`config.mk`:
```
export PLATFORM = sky130hd
export DESIGN_NAME = sbt_arbiter
export DESIGN_NICKNAME = d
export VERILOG_FILES = /design/src/hw/sbt_pkg.sv /design/src/hw/sbt_arbiter.sv /design/src/hw/sbt_fifo.sv
export SDC_FILE = /design/constraint.sdc
export NUM_CORES = 1
export LEC_CHECK = 0
export BUFFER_PORTS_ARGS = -buffer_cell sky130_fd_sc_hd__buf_2
export CAP_MARGIN = 20
export CORE_MARGIN = 2
export CORE_UTILIZATION = 54
export DETAILED_ROUTE_END_ITERATION = 10
export GPL_TIMING_DRIVEN = 0
export HOLD_SLACK_MARGIN = 0.03
export PLACE_DENSITY = 0.91
export SETUP_SLACK_MARGIN = 0.02
export SLEW_MARGIN = 0
export SYNTH_ARGS = -nofsm -noshare
export SYNTH_HDL_FRONTEND = slang
export SYNTH_SLANG_ARGS = --single-unit
```
`constraint.sdc`:
```
create_clock -name ref_clk_i -period 3.6 [get_ports ref_clk_i]
set_input_delay 0 -clock ref_clk_i [delete_from_list [all_inputs] [get_ports ref_clk_i]]
set_output_delay 0 -clock ref_clk_i [all_outputs]
set_load 0.02 [all_outputs]
```
`src/hw/sbt_pkg.sv`:
```
`default_nettype none
package sbt_pkg;
   localparam int ADDR_W = 32;
   localparam int DATA_W = 64;           // at most 64 bits a beat
   localparam int BURST_BEATS = 4;       // 32-byte line
   localparam int ATTR_W = 8;
   localparam logic [2:0] BEAT_LAST = 3'h3;
   localparam logic [2:0] BEAT_ONE = 3'h0;
   // request kinds
   localparam logic [2:0] OP_READ = 3'h0;
   localparam logic [2:0] OP_WRITE = 3'h1;
   localparam logic [2:0] OP_ZERO = 3'h2;      // block zero: address only
   localparam logic [2:0] OP_CACHE = 3'h3;     // flush/store/invalidate
   localparam logic [2:0] OP_SYNC = 3'h4;      // sync and ordering barrier
   typedef enum logic [1:0] {
      SBT_A_IDLE = 2'b00,
      SBT_A_XFER = 2'b01,
      SBT_A_GAP = 2'b10
   } sbt_astate_type;
   typedef enum logic [1:0] {
      SBT_D_IDLE = 2'b00,
      SBT_D_BEAT = 2'b01
   } sbt_dstate_type;
endpackage : sbt_pkg
`default_nettype wire

```
`src/hw/sbt_arbiter.sv`:
```
`default_nettype none
module sbt_arbiter #(
   parameter int FIFO_DEPTH = 4
) (
   // clock and reset
   input wire logic ref_clk_i,
   input wire logic rstn_i,
   // core request side
   input wire logic req_valid_i,
   output logic req_ready_o,
   input wire logic [2:0] req_op_i,
   input wire logic req_burst_i,
   input wire logic [sbt_pkg::ADDR_W-1:0] req_addr_i,
   input wire logic [sbt_pkg::ATTR_W-1:0] req_attr_i,
   input wire logic address_broadcast_enable_i,
   // core write data side
   input wire logic wdata_valid_i,
   output logic wdata_ready_o,
   input wire logic [sbt_pkg::DATA_W-1:0] wdata_i,
   // core read data and completion
   output logic rdata_valid_o,
   output logic [sbt_pkg::DATA_W-1:0] rdata_o,
   output logic done_o,
   // address bus arbitration
   output logic addr_bus_request_n_o,
   input wire logic addr_bus_grant_n_i,
   input wire logic addr_busy_n_i,
   output logic addr_busy_n_o,
   output logic addr_busy_oe_o,
   input wire logic addr_retry_n_i,
   input wire logic addr_acknowledge_n_i,
   // address transfer
   output logic transfer_start_n_o,
   output logic [sbt_pkg::ADDR_W-1:0] addr_o,
   output logic [sbt_pkg::ATTR_W-1:0] attr_o,
   output logic addr_oe_o,
   // data bus arbitration
   input wire logic data_grant_n_i,
   input wire logic write_only_data_grant_n_i,
   input wire logic data_busy_n_i,
   output logic data_busy_n_o,
   output logic data_busy_oe_o,
   input wire logic data_retry_n_i,
   input wire logic data_ack_n_i,
   // data transfer
   input wire logic [sbt_pkg::DATA_W-1:0] data_i,
   output logic [sbt_pkg::DATA_W-1:0] data_o,
   output logic data_oe_o
);
   import sbt_pkg::*;

   // ==========================================
   // write data buffer
   logic wf_valid, wf_pop;
   logic [DATA_W-1:0] wf_data;

   sbt_fifo #(.WIDTH(DATA_W), .DEPTH(FIFO_DEPTH)) u_wfifo (
      .ref_clk_i(ref_clk_i),
      .rstn_i(rstn_i),
      .in_valid_i(wdata_valid_i),
      .in_ready_o(wdata_ready_o),
      .in_data_i(wdata_i),
      .out_valid_o(wf_valid),
      .out_ready_i(wf_pop),
      .out_data_o(wf_data)
   );

   // ==========================================
   // address tenure state
   sbt_astate_type ast_ff, nxt_ast;
   logic [ADDR_W-1:0] addr_ff, nxt_addr;
   logic [ATTR_W-1:0] attr_ff, nxt_attr;
   logic ts_ff, nxt_ts, abb_ff, nxt_abb, br_ff, nxt_br;
   logic ahave_ff, nxt_ahave;          // request latched, awaiting bus
   logic aop_wr_ff, nxt_aop_wr, aop_bu_ff, nxt_aop_bu, aop_ao_ff, nxt_aop_ao;
   // data tenure queue: slot0 oldest, slot1 pipelined
   logic [1:0] qv_ff, nxt_qv, qwr_ff, nxt_qwr, qbu_ff, nxt_qbu;
   logic qsel;                          // slot chosen for the data tenure
   logic addr_only, a_qual, d_qual, d_need, a_done, a_retry, d_end;
   sbt_dstate_type dst_ff, nxt_dst;
   logic [2:0] beat_ff, nxt_beat;
   logic dbb_ff, nxt_dbb, doe_ff, nxt_doe, dwr_ff, nxt_dwr, dbu_ff, nxt_dbu;
   logic dslot_ff, nxt_dslot;
   logic [DATA_W-1:0] dout_ff, nxt_dout, rd_ff, nxt_rd;
   logic rdv_ff, nxt_rdv, done_ff, nxt_done;
   logic local_op, a_local;            // cache op kept off the bus
   logic [1:0] dpend_ff, nxt_dpend;    // completions waiting for their done pulse
   logic [2:0] dtotal;

   // address-only classification
   always_comb begin
      addr_only = (req_op_i == OP_ZERO) ||
                  (address_broadcast_enable_i &&
                   (req_op_i == OP_CACHE || req_op_i == OP_SYNC));
      // cache ops are not broadcast without the enable: no bus traffic at all
      local_op = !address_broadcast_enable_i &&
                 (req_op_i == OP_CACHE || req_op_i == OP_SYNC);
   end

   assign req_ready_o = !ahave_ff && (ast_ff == SBT_A_IDLE);

   // ==========================================
   // address tenure next state
   always_comb begin
      nxt_ast = ast_ff;
      nxt_addr = addr_ff;
      nxt_attr = attr_ff;
      nxt_ts = 1'b0;
      nxt_abb = abb_ff;
      nxt_br = br_ff;
      nxt_ahave = ahave_ff;
      nxt_aop_wr = aop_wr_ff;
      nxt_aop_bu = aop_bu_ff;
      nxt_aop_ao = aop_ao_ff;
      a_done = 1'b0;
      a_retry = 1'b0;
      a_local = 1'b0;
      // qualified grant, busy input or-ed with own busy
      a_qual = !addr_bus_grant_n_i && addr_busy_n_i && !abb_ff && addr_retry_n_i;
      case (ast_ff)
         SBT_A_IDLE: begin
            if (req_valid_i && req_ready_o && local_op) begin
               a_local = 1'b1;            // finished locally, only a done pulse
            end else if (req_valid_i && req_ready_o) begin
               nxt_ahave = 1'b1;
               nxt_addr = req_addr_i;
               nxt_attr = req_attr_i;
               nxt_aop_wr = (req_op_i == OP_WRITE);
               nxt_aop_bu = req_burst_i;
               nxt_aop_ao = addr_only;
            end
            // one own tenure beyond the current data tenure
            if (ahave_ff && !qv_ff[1]) begin
               if (a_qual) begin
                  nxt_ast = SBT_A_XFER;   // parked or granted
                  nxt_ts = 1'b1;
                  nxt_abb = 1'b1;
                  nxt_br = 1'b0;
               end else begin
                  nxt_br = 1'b1;
               end
            end
         end
         SBT_A_XFER: begin
            if (!addr_acknowledge_n_i) begin
               nxt_abb = 1'b0;
               nxt_ast = SBT_A_GAP;
               if (!addr_retry_n_i) begin
                  a_retry = 1'b1;         // repeat the tenure
               end else begin
                  a_done = 1'b1;
                  nxt_ahave = 1'b0;
               end
            end
         end
         SBT_A_GAP: begin
            nxt_ast = SBT_A_IDLE;         // one idle clock of busy
         end
         default: begin
            nxt_ast = SBT_A_IDLE;
            nxt_abb = 1'b0;
         end
      endcase
   end

   // ==========================================
   // data tenure selection and next state
   always_comb begin
      // write-only grant picks a pending write ahead of a read
      if (!write_only_data_grant_n_i && qv_ff[1] && qwr_ff[1] && !(qv_ff[0] && qwr_ff[0])) begin
         qsel = 1'b1;
      end else begin
         qsel = 1'b0;                     // strict order otherwise
      end
      d_need = qv_ff[qsel] && (qwr_ff[qsel] || write_only_data_grant_n_i ||
               !data_grant_n_i);
      // retry of the paired address tenure only
      d_qual = !data_grant_n_i && data_busy_n_i && !dbb_ff && data_retry_n_i &&
               !(ast_ff == SBT_A_XFER && !addr_retry_n_i && !qv_ff[0]);
      d_end = 1'b0;
      nxt_dst = dst_ff;
      nxt_beat = beat_ff;
      nxt_dbb = dbb_ff;
      nxt_doe = 1'b0;
      nxt_dwr = dwr_ff;
      nxt_dbu = dbu_ff;
      nxt_dslot = dslot_ff;
      nxt_dout = dout_ff;
      nxt_rd = rd_ff;
      nxt_rdv = 1'b0;
      wf_pop = 1'b0;
      case (dst_ff)
         SBT_D_IDLE: begin
            if (d_need && d_qual && (!qwr_ff[qsel] || wf_valid)) begin
               nxt_dst = SBT_D_BEAT;
               nxt_dbb = 1'b1;
               nxt_dwr = qwr_ff[qsel];
               nxt_dbu = qbu_ff[qsel];
               nxt_dslot = qsel;
               nxt_beat = BEAT_ONE;
               nxt_doe = qwr_ff[qsel];    // drive on writes
               nxt_dout = wf_data;
               wf_pop = qwr_ff[qsel];
            end
         end
         SBT_D_BEAT: begin
            nxt_doe = dwr_ff;
            if (!data_ack_n_i) begin
               if (!dwr_ff) begin
                  nxt_rd = data_i;        // sample on reads
                  nxt_rdv = 1'b1;
               end
               if (!dbu_ff || beat_ff == BEAT_LAST) begin
                  d_end = 1'b1;           // final termination ends tenure
                  nxt_dst = SBT_D_IDLE;
                  nxt_dbb = 1'b0;
                  nxt_doe = 1'b0;
               end else begin
                  nxt_beat = beat_ff + 3'h1; // four beats per line
                  nxt_dout = wf_data;
                  wf_pop = dwr_ff;
               end
            end
         end
         default: begin
            nxt_dst = SBT_D_IDLE;
            nxt_dbb = 1'b0;
         end
      endcase
      // completions may coincide: queue them so each gets its own done pulse
      dtotal = 3'(dpend_ff) + 3'(a_done && aop_ao_ff) + 3'(d_end) + 3'(a_local);
      nxt_done = (dtotal != 3'h0);
      nxt_dpend = 2'(dtotal - 3'(nxt_done));
      // queue: push on completed address tenure that is not address-only, pop on tenure end
      nxt_qv = qv_ff;
      nxt_qwr = qwr_ff;
      nxt_qbu = qbu_ff;
      if (d_end && dslot_ff == 1'b0) begin
         nxt_qv = {1'b0, qv_ff[1]};
         nxt_qwr = {1'b0, qwr_ff[1]};
         nxt_qbu = {1'b0, qbu_ff[1]};
      end else if (d_end) begin
         nxt_qv[1] = 1'b0;
      end
      if (a_done && !aop_ao_ff) begin
         if (!nxt_qv[0]) begin
            nxt_qv[0] = 1'b1;
            nxt_qwr[0] = aop_wr_ff;
            nxt_qbu[0] = aop_bu_ff;
         end else begin
            nxt_qv[1] = 1'b1;
            nxt_qwr[1] = aop_wr_ff;
            nxt_qbu[1] = aop_bu_ff;
         end
      end
   end

   // ==========================================
   // registers, all bus outputs negated in reset
   always_ff @(posedge ref_clk_i or negedge rstn_i) begin
      if (!rstn_i) begin
         ast_ff <= SBT_A_IDLE;
         addr_ff <= '0;
         attr_ff <= '0;
         ts_ff <= 1'b0;
         abb_ff <= 1'b0;
         br_ff <= 1'b0;
         ahave_ff <= 1'b0;
         aop_wr_ff <= 1'b0;
         aop_bu_ff <= 1'b0;
         aop_ao_ff <= 1'b0;
         qv_ff <= '0;
         qwr_ff <= '0;
         qbu_ff <= '0;
         dst_ff <= SBT_D_IDLE;
         beat_ff <= BEAT_ONE;
         dbb_ff <= 1'b0;
         doe_ff <= 1'b0;
         dwr_ff <= 1'b0;
         dbu_ff <= 1'b0;
         dslot_ff <= 1'b0;
         dout_ff <= '0;
         rd_ff <= '0;
         rdv_ff <= 1'b0;
         done_ff <= 1'b0;
         dpend_ff <= '0;
      end else begin
         ast_ff <= nxt_ast;
         addr_ff <= nxt_addr;
         attr_ff <= nxt_attr;
         ts_ff <= nxt_ts;
         abb_ff <= nxt_abb;
         br_ff <= nxt_br;
         ahave_ff <= nxt_ahave;
         aop_wr_ff <= nxt_aop_wr;
         aop_bu_ff <= nxt_aop_bu;
         aop_ao_ff <= nxt_aop_ao;
         qv_ff <= nxt_qv;
         qwr_ff <= nxt_qwr;
         qbu_ff <= nxt_qbu;
         dst_ff <= nxt_dst;
         beat_ff <= nxt_beat;
         dbb_ff <= nxt_dbb;
         doe_ff <= nxt_doe;
         dwr_ff <= nxt_dwr;
         dbu_ff <= nxt_dbu;
         dslot_ff <= nxt_dslot;
         dout_ff <= nxt_dout;
         rd_ff <= nxt_rd;
         rdv_ff <= nxt_rdv;
         done_ff <= nxt_done;
         dpend_ff <= nxt_dpend;
      end
   end

   // ==========================================
   // pin drive, busy lines driven only while owned
   assign addr_bus_request_n_o = !br_ff;
   assign addr_busy_n_o = !abb_ff;
   assign addr_busy_oe_o = abb_ff;
   assign transfer_start_n_o = !ts_ff;
   assign addr_o = addr_ff;
   assign attr_o = attr_ff;
   assign addr_oe_o = abb_ff;
   assign data_busy_n_o = !dbb_ff;
   assign data_busy_oe_o = dbb_ff;
   assign data_o = dout_ff;
   assign data_oe_o = doe_ff;
   assign rdata_o = rd_ff;
   assign rdata_valid_o = rdv_ff;
   assign done_o = done_ff;
   // unused retry-path marker
   logic unused_retry;
   assign unused_retry = a_retry;
endmodule : sbt_arbiter
`default_nettype wire

```
`src/hw/sbt_fifo.sv`:
```
`default_nettype none
module sbt_fifo #(
   parameter int WIDTH = 64,
   parameter int DEPTH = 4
) (
   // clock and reset
   input wire logic ref_clk_i,
   input wire logic rstn_i,
   // fill side
   input wire logic in_valid_i,
   output logic in_ready_o,
   input wire logic [WIDTH-1:0] in_data_i,
   // drain side
   output logic out_valid_o,
   input wire logic out_ready_i,
   output logic [WIDTH-1:0] out_data_o
);
   localparam int PW = $clog2(DEPTH);
   logic [WIDTH-1:0] mem_ff [DEPTH];
   logic [PW-1:0] wr_ff, nxt_wr, rd_ff, nxt_rd;
   logic [PW:0] cnt_ff, nxt_cnt;
   logic push, pop;

   // ==========================================
   // pointers and count
   always_comb begin
      push = in_valid_i && in_ready_o;
      pop = out_valid_o && out_ready_i;
      nxt_wr = push ? PW'(wr_ff + 1'b1) : wr_ff;
      nxt_rd = pop ? PW'(rd_ff + 1'b1) : rd_ff;
      nxt_cnt = (PW+1)'(cnt_ff + (PW+1)'(push) - (PW+1)'(pop));
   end

   always_ff @(posedge ref_clk_i or negedge rstn_i) begin
      if (!rstn_i) begin
         wr_ff <= '0;
         rd_ff <= '0;
         cnt_ff <= '0;
      end else begin
         wr_ff <= nxt_wr;
         rd_ff <= nxt_rd;
         cnt_ff <= nxt_cnt;
      end
   end

   // storage, no reset needed
   always_ff @(posedge ref_clk_i) begin
      if (push) begin
         mem_ff[wr_ff] <= in_data_i;
      end
   end

   assign in_ready_o = (cnt_ff != (PW+1)'(DEPTH));
   assign out_valid_o = (cnt_ff != '0);
   assign out_data_o = mem_ff[rd_ff];
endmodule : sbt_fifo
`default_nettype wire

```
==> metrics, run 1 <==
status=complete, no violations; Adder-Cell Fraction of Synth Area=1.057%; layout cell share with drive strength beyond 1=47.28%; r2r startpoint=beat_ff[0]; worst-path fanout max=6; Placed Area=~0.02 sq mm; Pwr Total=19260 uW; clk root buf=clkbuf_16; gr ovfl total=0; residual DRC count=0; combinational family with the most area after synthesis=multiplexers; die area=0.03390 sq mm; most frequent cell after synthesis=edfxtp_1; Post-CTS Hold Buffers=185; Simple-Gate Fraction of Synth Area=1.878%; dpl ws=0.6075 ns; total track usage=between 20% and 30%; worst r2r path cells=12; Die Width=184.1 microns; Worst Path Required=4.03 ns; vias in the first global route=11810; Hold WS=0.08206 ns; Setup crit start=beat_ff[0]; Clock Sinks=458; Vias/cell=5.617; Highest Clock Rate=0.3304 GHz; post-CTS setup buffer count=0; vias post-DR=10760; TNS Setup=0 ns; post-CTS resize count=0; Final ANT Viol Nets=0; largest net degree at the start of global routing=112; First-pass DRT Iterations=5; terminus of the critical flop-to-flop path=dpend_ff[1]; io pins=about 370; setup repair after global routing missed its margin=false; headroom to the max-slew limit=39.18%; final net count=roughly 1700; clk_lat worst skew=~0.55 ns; syn_nets=1066; CTS tree=yes; initial core utilization=55.24%; Final Max Tran Viols=0; Avg WL per Cell=roughly 25 microns; most area-consuming cells after synthesis=edfxtp_1 (44%), dfrtp_1 (29%), mux4_2 (8.2%), mux2_2 (8.0%), mux2_4 (4.2%); leakage=0.01005 uW; drt initial violations=558; die height=184.1 microns; register area share after synthesis=roughly 73%; Syn Area/Cell=about 20 sq um; Pwr Density=822.0 mW/mm^2; worst min-delay path category=input port to asynchronous set/reset pin; first-pass GRT wire length=70810 microns; final hold vios=0; IO buf count=365; count of final setup violators=0; # Max-Cap Violations=0; Worst-path clk slew=0.06 ns; post-synthesis mux area share=20.85%; Worst Max-Slew Pin Slew=0.9122 ns; mapped cell area=0.01752 sq mm; ys async rst share=44.10%; CP Launch Type=flip-flop; worst setup path end=dpend_ff[1]; critical path class=flip-flop to flip-flop; largest area contributor in the netlist=edfxtp_1; Worst Clk Skew=between 0.02 and 0.025 ns; initial antenna violation count=6; Post-synth top cells=edfxtp_1 (256), dfrtp_1 (202), mux2_2 (124), mux4_2 (64), mux2_4 (49); post-DP HPWL=between 20000 and 30000 microns; number of synthesized flops with an enable pin=256; H-tree depth=2; Worst R2R Setup Slack=0.57 ns; CP Capture Type=flip-flop; Netlist cell types=52; Core ar.=0.03172 sq mm; FP Rows=65; post-synthesis xor/xnor area fraction=0.1999%; cell area after layout=about 0.023 sq mm; area grow syn2layout=33.72%; Main synth FF type=edfxtp_1; Period Utilization, post-route=84.06%; PnR worst setup slack=between 0.5 and 0.6 ns; CTS Buffer Depth=3; post-synth top area share=43.87%; final wirelength=about 48000 microns; Mapped Cells=approximately 870; total CTS buffers=45; VDD IR-drop max=about 0.69 mV; GP Congestion=roughly 0.86; critical path arrival=approximately 3.5 ns; fillcell total=1709; FF+latch count, synth=458; Yosys warning count=0; Synth Area in Compound Gates=1.335%; fin crit period=between 3 and 4 ns
-- per-stage QoR --
step	utilization (%)	cells
2_1_floorplan	-	867
3_3_place_gp	62.59	1634
3_5_place_dp	63.12	1639
4_1_cts	73.81	1908
5_1_grt	73.81	1909
6_report	73.87	1916
-- worst min path at each step --
stage / start / to / cells after the start
floorplan: rstn_i / addr_busy_oe_o / 0
global placement: wdata_i[29] / u_wfifo.mem_ff[3][29] / 1
detailed placement: rstn_i / data_o[38] / 1
CTS: rstn_i / data_o[30] / 2
global route: rstn_i / data_o[37] / 2
finish: rstn_i / data_o[37] / 2
-- flip-flops by register name, summed over array words and instances (netlist names), 2 cells and up --
register and cells:
addr_o 32, ast_ff 2, attr_o 8, beat_ff 3, data_o 64, dpend_ff 2
qbu_ff 2, qv_ff 2, qwr_ff 2, rdata_o 64, u_wfifo.cnt_ff 3, u_wfifo.mem_ff 256
u_wfifo.rd_ff 2, u_wfifo.wr_ff 2
-- cells by family (layout without fill, tap and decap cells) --
group / after synthesis / after routing
AOI/OAI and AO/OA: 33 / 33
xor gates and xnor gates: 4 / 4
adders and majority gates: 13 / 13
buffers and inverters: 59 / 698
DFF: 458 / 458
muxes: 245 / 245
other: 0 / 8
and+or+nand+nor: 55 / 55
-- cells in the final DEF, fill, tap and decap left out, drive strengths merged, types with 2 or more instances in the layout --
cell type / synthesis / layout
or3: 3 / 3
mux4: 64 / 64
mux2: 173 / 173
dfrtp: 202 / 202
nand2b: 2 / 2
and4bb: 2 / 2
edfxtp: 256 / 256
bufinv: 0 / 3
ha: 10 / 10
clkinv: 0 / 7
and3: 5 / 5
nor3: 5 / 5
nor4: 2 / 2
nand2: 12 / 12
nor2: 9 / 9
a211o: 2 / 2
fa: 3 / 3
inv: 25 / 28
diode: 0 / 8
dlygate4sd3: 0 / 185
clkinvlp: 0 / 2
nand3b: 4 / 4
clkbuf: 10 / 79
o211a: 2 / 2
nand3: 2 / 2
buf: 24 / 394
nor4bb: 2 / 2
o21ai: 7 / 7
a21oi: 8 / 8
xnor2: 4 / 4
mux2i: 8 / 8
o22ai: 4 / 4
-- power by group --
part / switching (uW) / internal [uW]
registers: 890 / 7240
logic: 3490 / 2790
clock network: 2010 / 2840
-- critical path, stage by stage, from the launching register on --
cell     delay (ns)
dfrtp_1        0.39
ha_1           0.20
ha_1           0.18
nor2b_1        0.30
or2_2          0.21
fa_1           0.39
inv_1          0.07
ha_1           0.13
inv_1          0.05
fa_1           0.53
nand3_1        0.11
ha_1           0.21
xnor2_1        0.13
-- per-layer routing --
metal / GRT usage (%) / vias up / routed length [microns]
met5: 0 / - / 26
met4: 14.82 / 4 / 2766
met3: 8.812 / 191 / 4149
met2: 48.32 / 564 / 24040
met1: 32.39 / 5440 / 16540
li1: - / 4564 / -
-- final cells by class --
type,instances,area [sq um],area share [%]
sequential,458,12740,54.38
clock inverter,15,180.2,0.7690
antenna,8,20.02,0.08544
multi-input combinational,350,4457,19.02
inverter,25,93.84,0.4005
buffer,34,249.0,1.063
tap,402,503.0,2.147
timing repair buffer,555,3826,16.33
clock buffer,69,1359,5.799
No activity file was read; power rests on OpenSTA's default activity.
==> run 2, diff against run 1 <==
Settings changed: CORE_UTILIZATION 54 to 49, PLACE_DENSITY 0.91 to 0.88.
Clock period 3.6 ns to 2.45 ns, I/O delays scaled along.
==> metrics, run 2 (synthesized netlist as in run 1, its figures left out) <==
most frequent cells in the layout=buf_2 (377), edfxtp_1 (256), dfrtp_1 (198), dlygate4sd3_1 (185), mux2_2 (124); Worst Clk Skew=0.02327 ns; total track usage=25.20%; fin crit period=around 2.8 ns; initial antenna violation count=6; Period Utilization, post-route=115.6%; worst path cell trace=ha_2 -> ha_4 -> nor2b_4 -> or2_4 -> fa_1 -> inv_1 -> ha_2 -> inv_2 -> fa_1 -> nand3_2 -> ha_4 -> xnor2_2; worst min-delay path category=input port to asynchronous set/reset pin; post-DP HPWL=25990 microns; CP Launch Type=flip-flop; r2r startpoint=beat_ff[0]; critical path's largest stage delay=0.56 ns; Worst Path Required=2.90 ns; Hold WS=0.04314 ns; fillcell total=2190; FP Rows=69; setup repair after global routing missed its margin=true; Die Width=193.1 microns; io pins=366; GP Congestion=between 0.8 and 0.9; final wirelength=about 47000 microns; headroom to the max-slew limit=37.79%; drt initial violations=between 600 and 700; first-pass GRT wire length=68600 microns; critical path class=flip-flop to flip-flop; Largest Register=u_wfifo.mem_ff; max FFs per register=256; largest net degree at the start of global routing=115; VDD IR-drop max=between 0.9 and 1 mV; residual DRC count=0; CP Capture Type=flip-flop; # Max-Cap Violations=0; vias in the first global route=roughly 12000; die height=193.1 microns; total CTS buffers=46; Worst-path clk slew=0.06 ns; H-tree depth=2; Pwr Density=1203 mW/mm^2; Final ANT Viol Nets=0; gr ovfl total=0; Highest Clock Rate=0.3530 GHz; clk_lat worst skew=0.59 ns; initial core utilization=49.50%; leakage=around 0.010 uW; Vias/cell=5.377; critical path arrival=3.29 ns; layout cell share with drive strength beyond 1=49.31%; IO buf count=roughly 370; Setup crit start=beat_ff[0]; footprint of the multi-input gates=0.004557 sq mm; Post-Layout Cell Count=1992; Final Max Tran Viols=0; Clock Sinks=458; Placed Area=0.02015 sq mm; Worst Max-Slew Pin Slew=0.9332 ns; area grow syn2layout=35.58%; cell count after placement=1698; status=finished with violations; Core ar.=0.03540 sq mm; commonest non-fill, non-tap cell in the layout=buf_2; First-pass DRT Iterations=5; Avg WL per Cell=23.55 microns; CP max stage cell=fa_1; failing checks=negative setup slack; PnR worst setup slack=-0.3830 ns; clk root buf=clkbuf_16; final net count=around 1700; fin util=67.12%; final hold vios=0; die area=approximately 0.037 sq mm; Storage cell area=0.01275 sq mm; CTS tree=yes; vias post-DR=10710; CTS Buffer Depth=3; worst-path fanout max=2; dpl ws=-0.4060 ns; cell area after layout=between 0.02 and 0.025 sq mm; count of final setup violators=68
run 2: per-layer routing:
metal / vias up / global-route usage [%] / share of wire (%)
met3: 165 / 8.670 / 9.1
met1: 5438 / 27.47 / 35
li1: 4603 / - / -
met5: - / 1.061 / 0.12
met2: 501 / 43.34 / 51
met4: 3 / 13.40 / 5.1
run 2: metrics by stage:
step	setup TNS, ns	total power, uW
2_1_floorplan	-0.4165	17380
3_3_place_gp	-480.04	20180
3_5_place_dp	-1.208	20660
4_1_cts	-1.181	28260
5_1_grt	-12.66	29880
6_report	-9.291	28570
run 2: worst max-delay path, delay by kind of cell (launching register included):
kind / cells / cell delay (ns)
xor+xnor: 1 / 0.12
fa+ha+maj: 6 / 1.69
simple gates: 3 / 0.42
flops: 1 / 0.35
buf+inv: 2 / 0.11
run 2: layout make-up:
class / instances / area share [%]
Antenna cell: 8 / 0.08427
Timing Repair Buffer: 571 / 16.63
Sequential cell: 458 / 53.66
Multi-Input combinational cell: 350 / 19.18
Clock buffer: 61 / 5.383
Inverter: 25 / 0.3950
Buffer: 34 / 1.127
Tap cell: 461 / 2.428
Clock inverter: 24 / 1.117
run 2: final timing paths:
kind	to	slack, ns	depth (start not counted)
max	dpend_ff[1]	-0.38	12
min	data_o[52]	0.04	2
max reg2reg	dpend_ff[1]	-0.38	12
min reg2reg	rdata_o[11]	0.50	1
max in group asynchronous	ast_ff[0]	1.37	3
min in group ref_clk_i	u_wfifo.mem_ff[2][14]	0.17	2
run 2: where the power goes:
group	total, uW	internal [uW]	switching, uW
registers	11900	10600	1280
clock network	7200	4210	2990
logic	9450	4260	5190
total	28600	19100	9450
run 2: timing repair:
item                                    in CTS  in global routing
gates resized for setup                     13                 12
pin swaps                                    7                  4
hold endpoints to repair                   525                  0
gates cloned                                 0                  0
setup buffers                                6                 11
hold buffers                               185                  0
endpoints found under the setup margin      27                 32
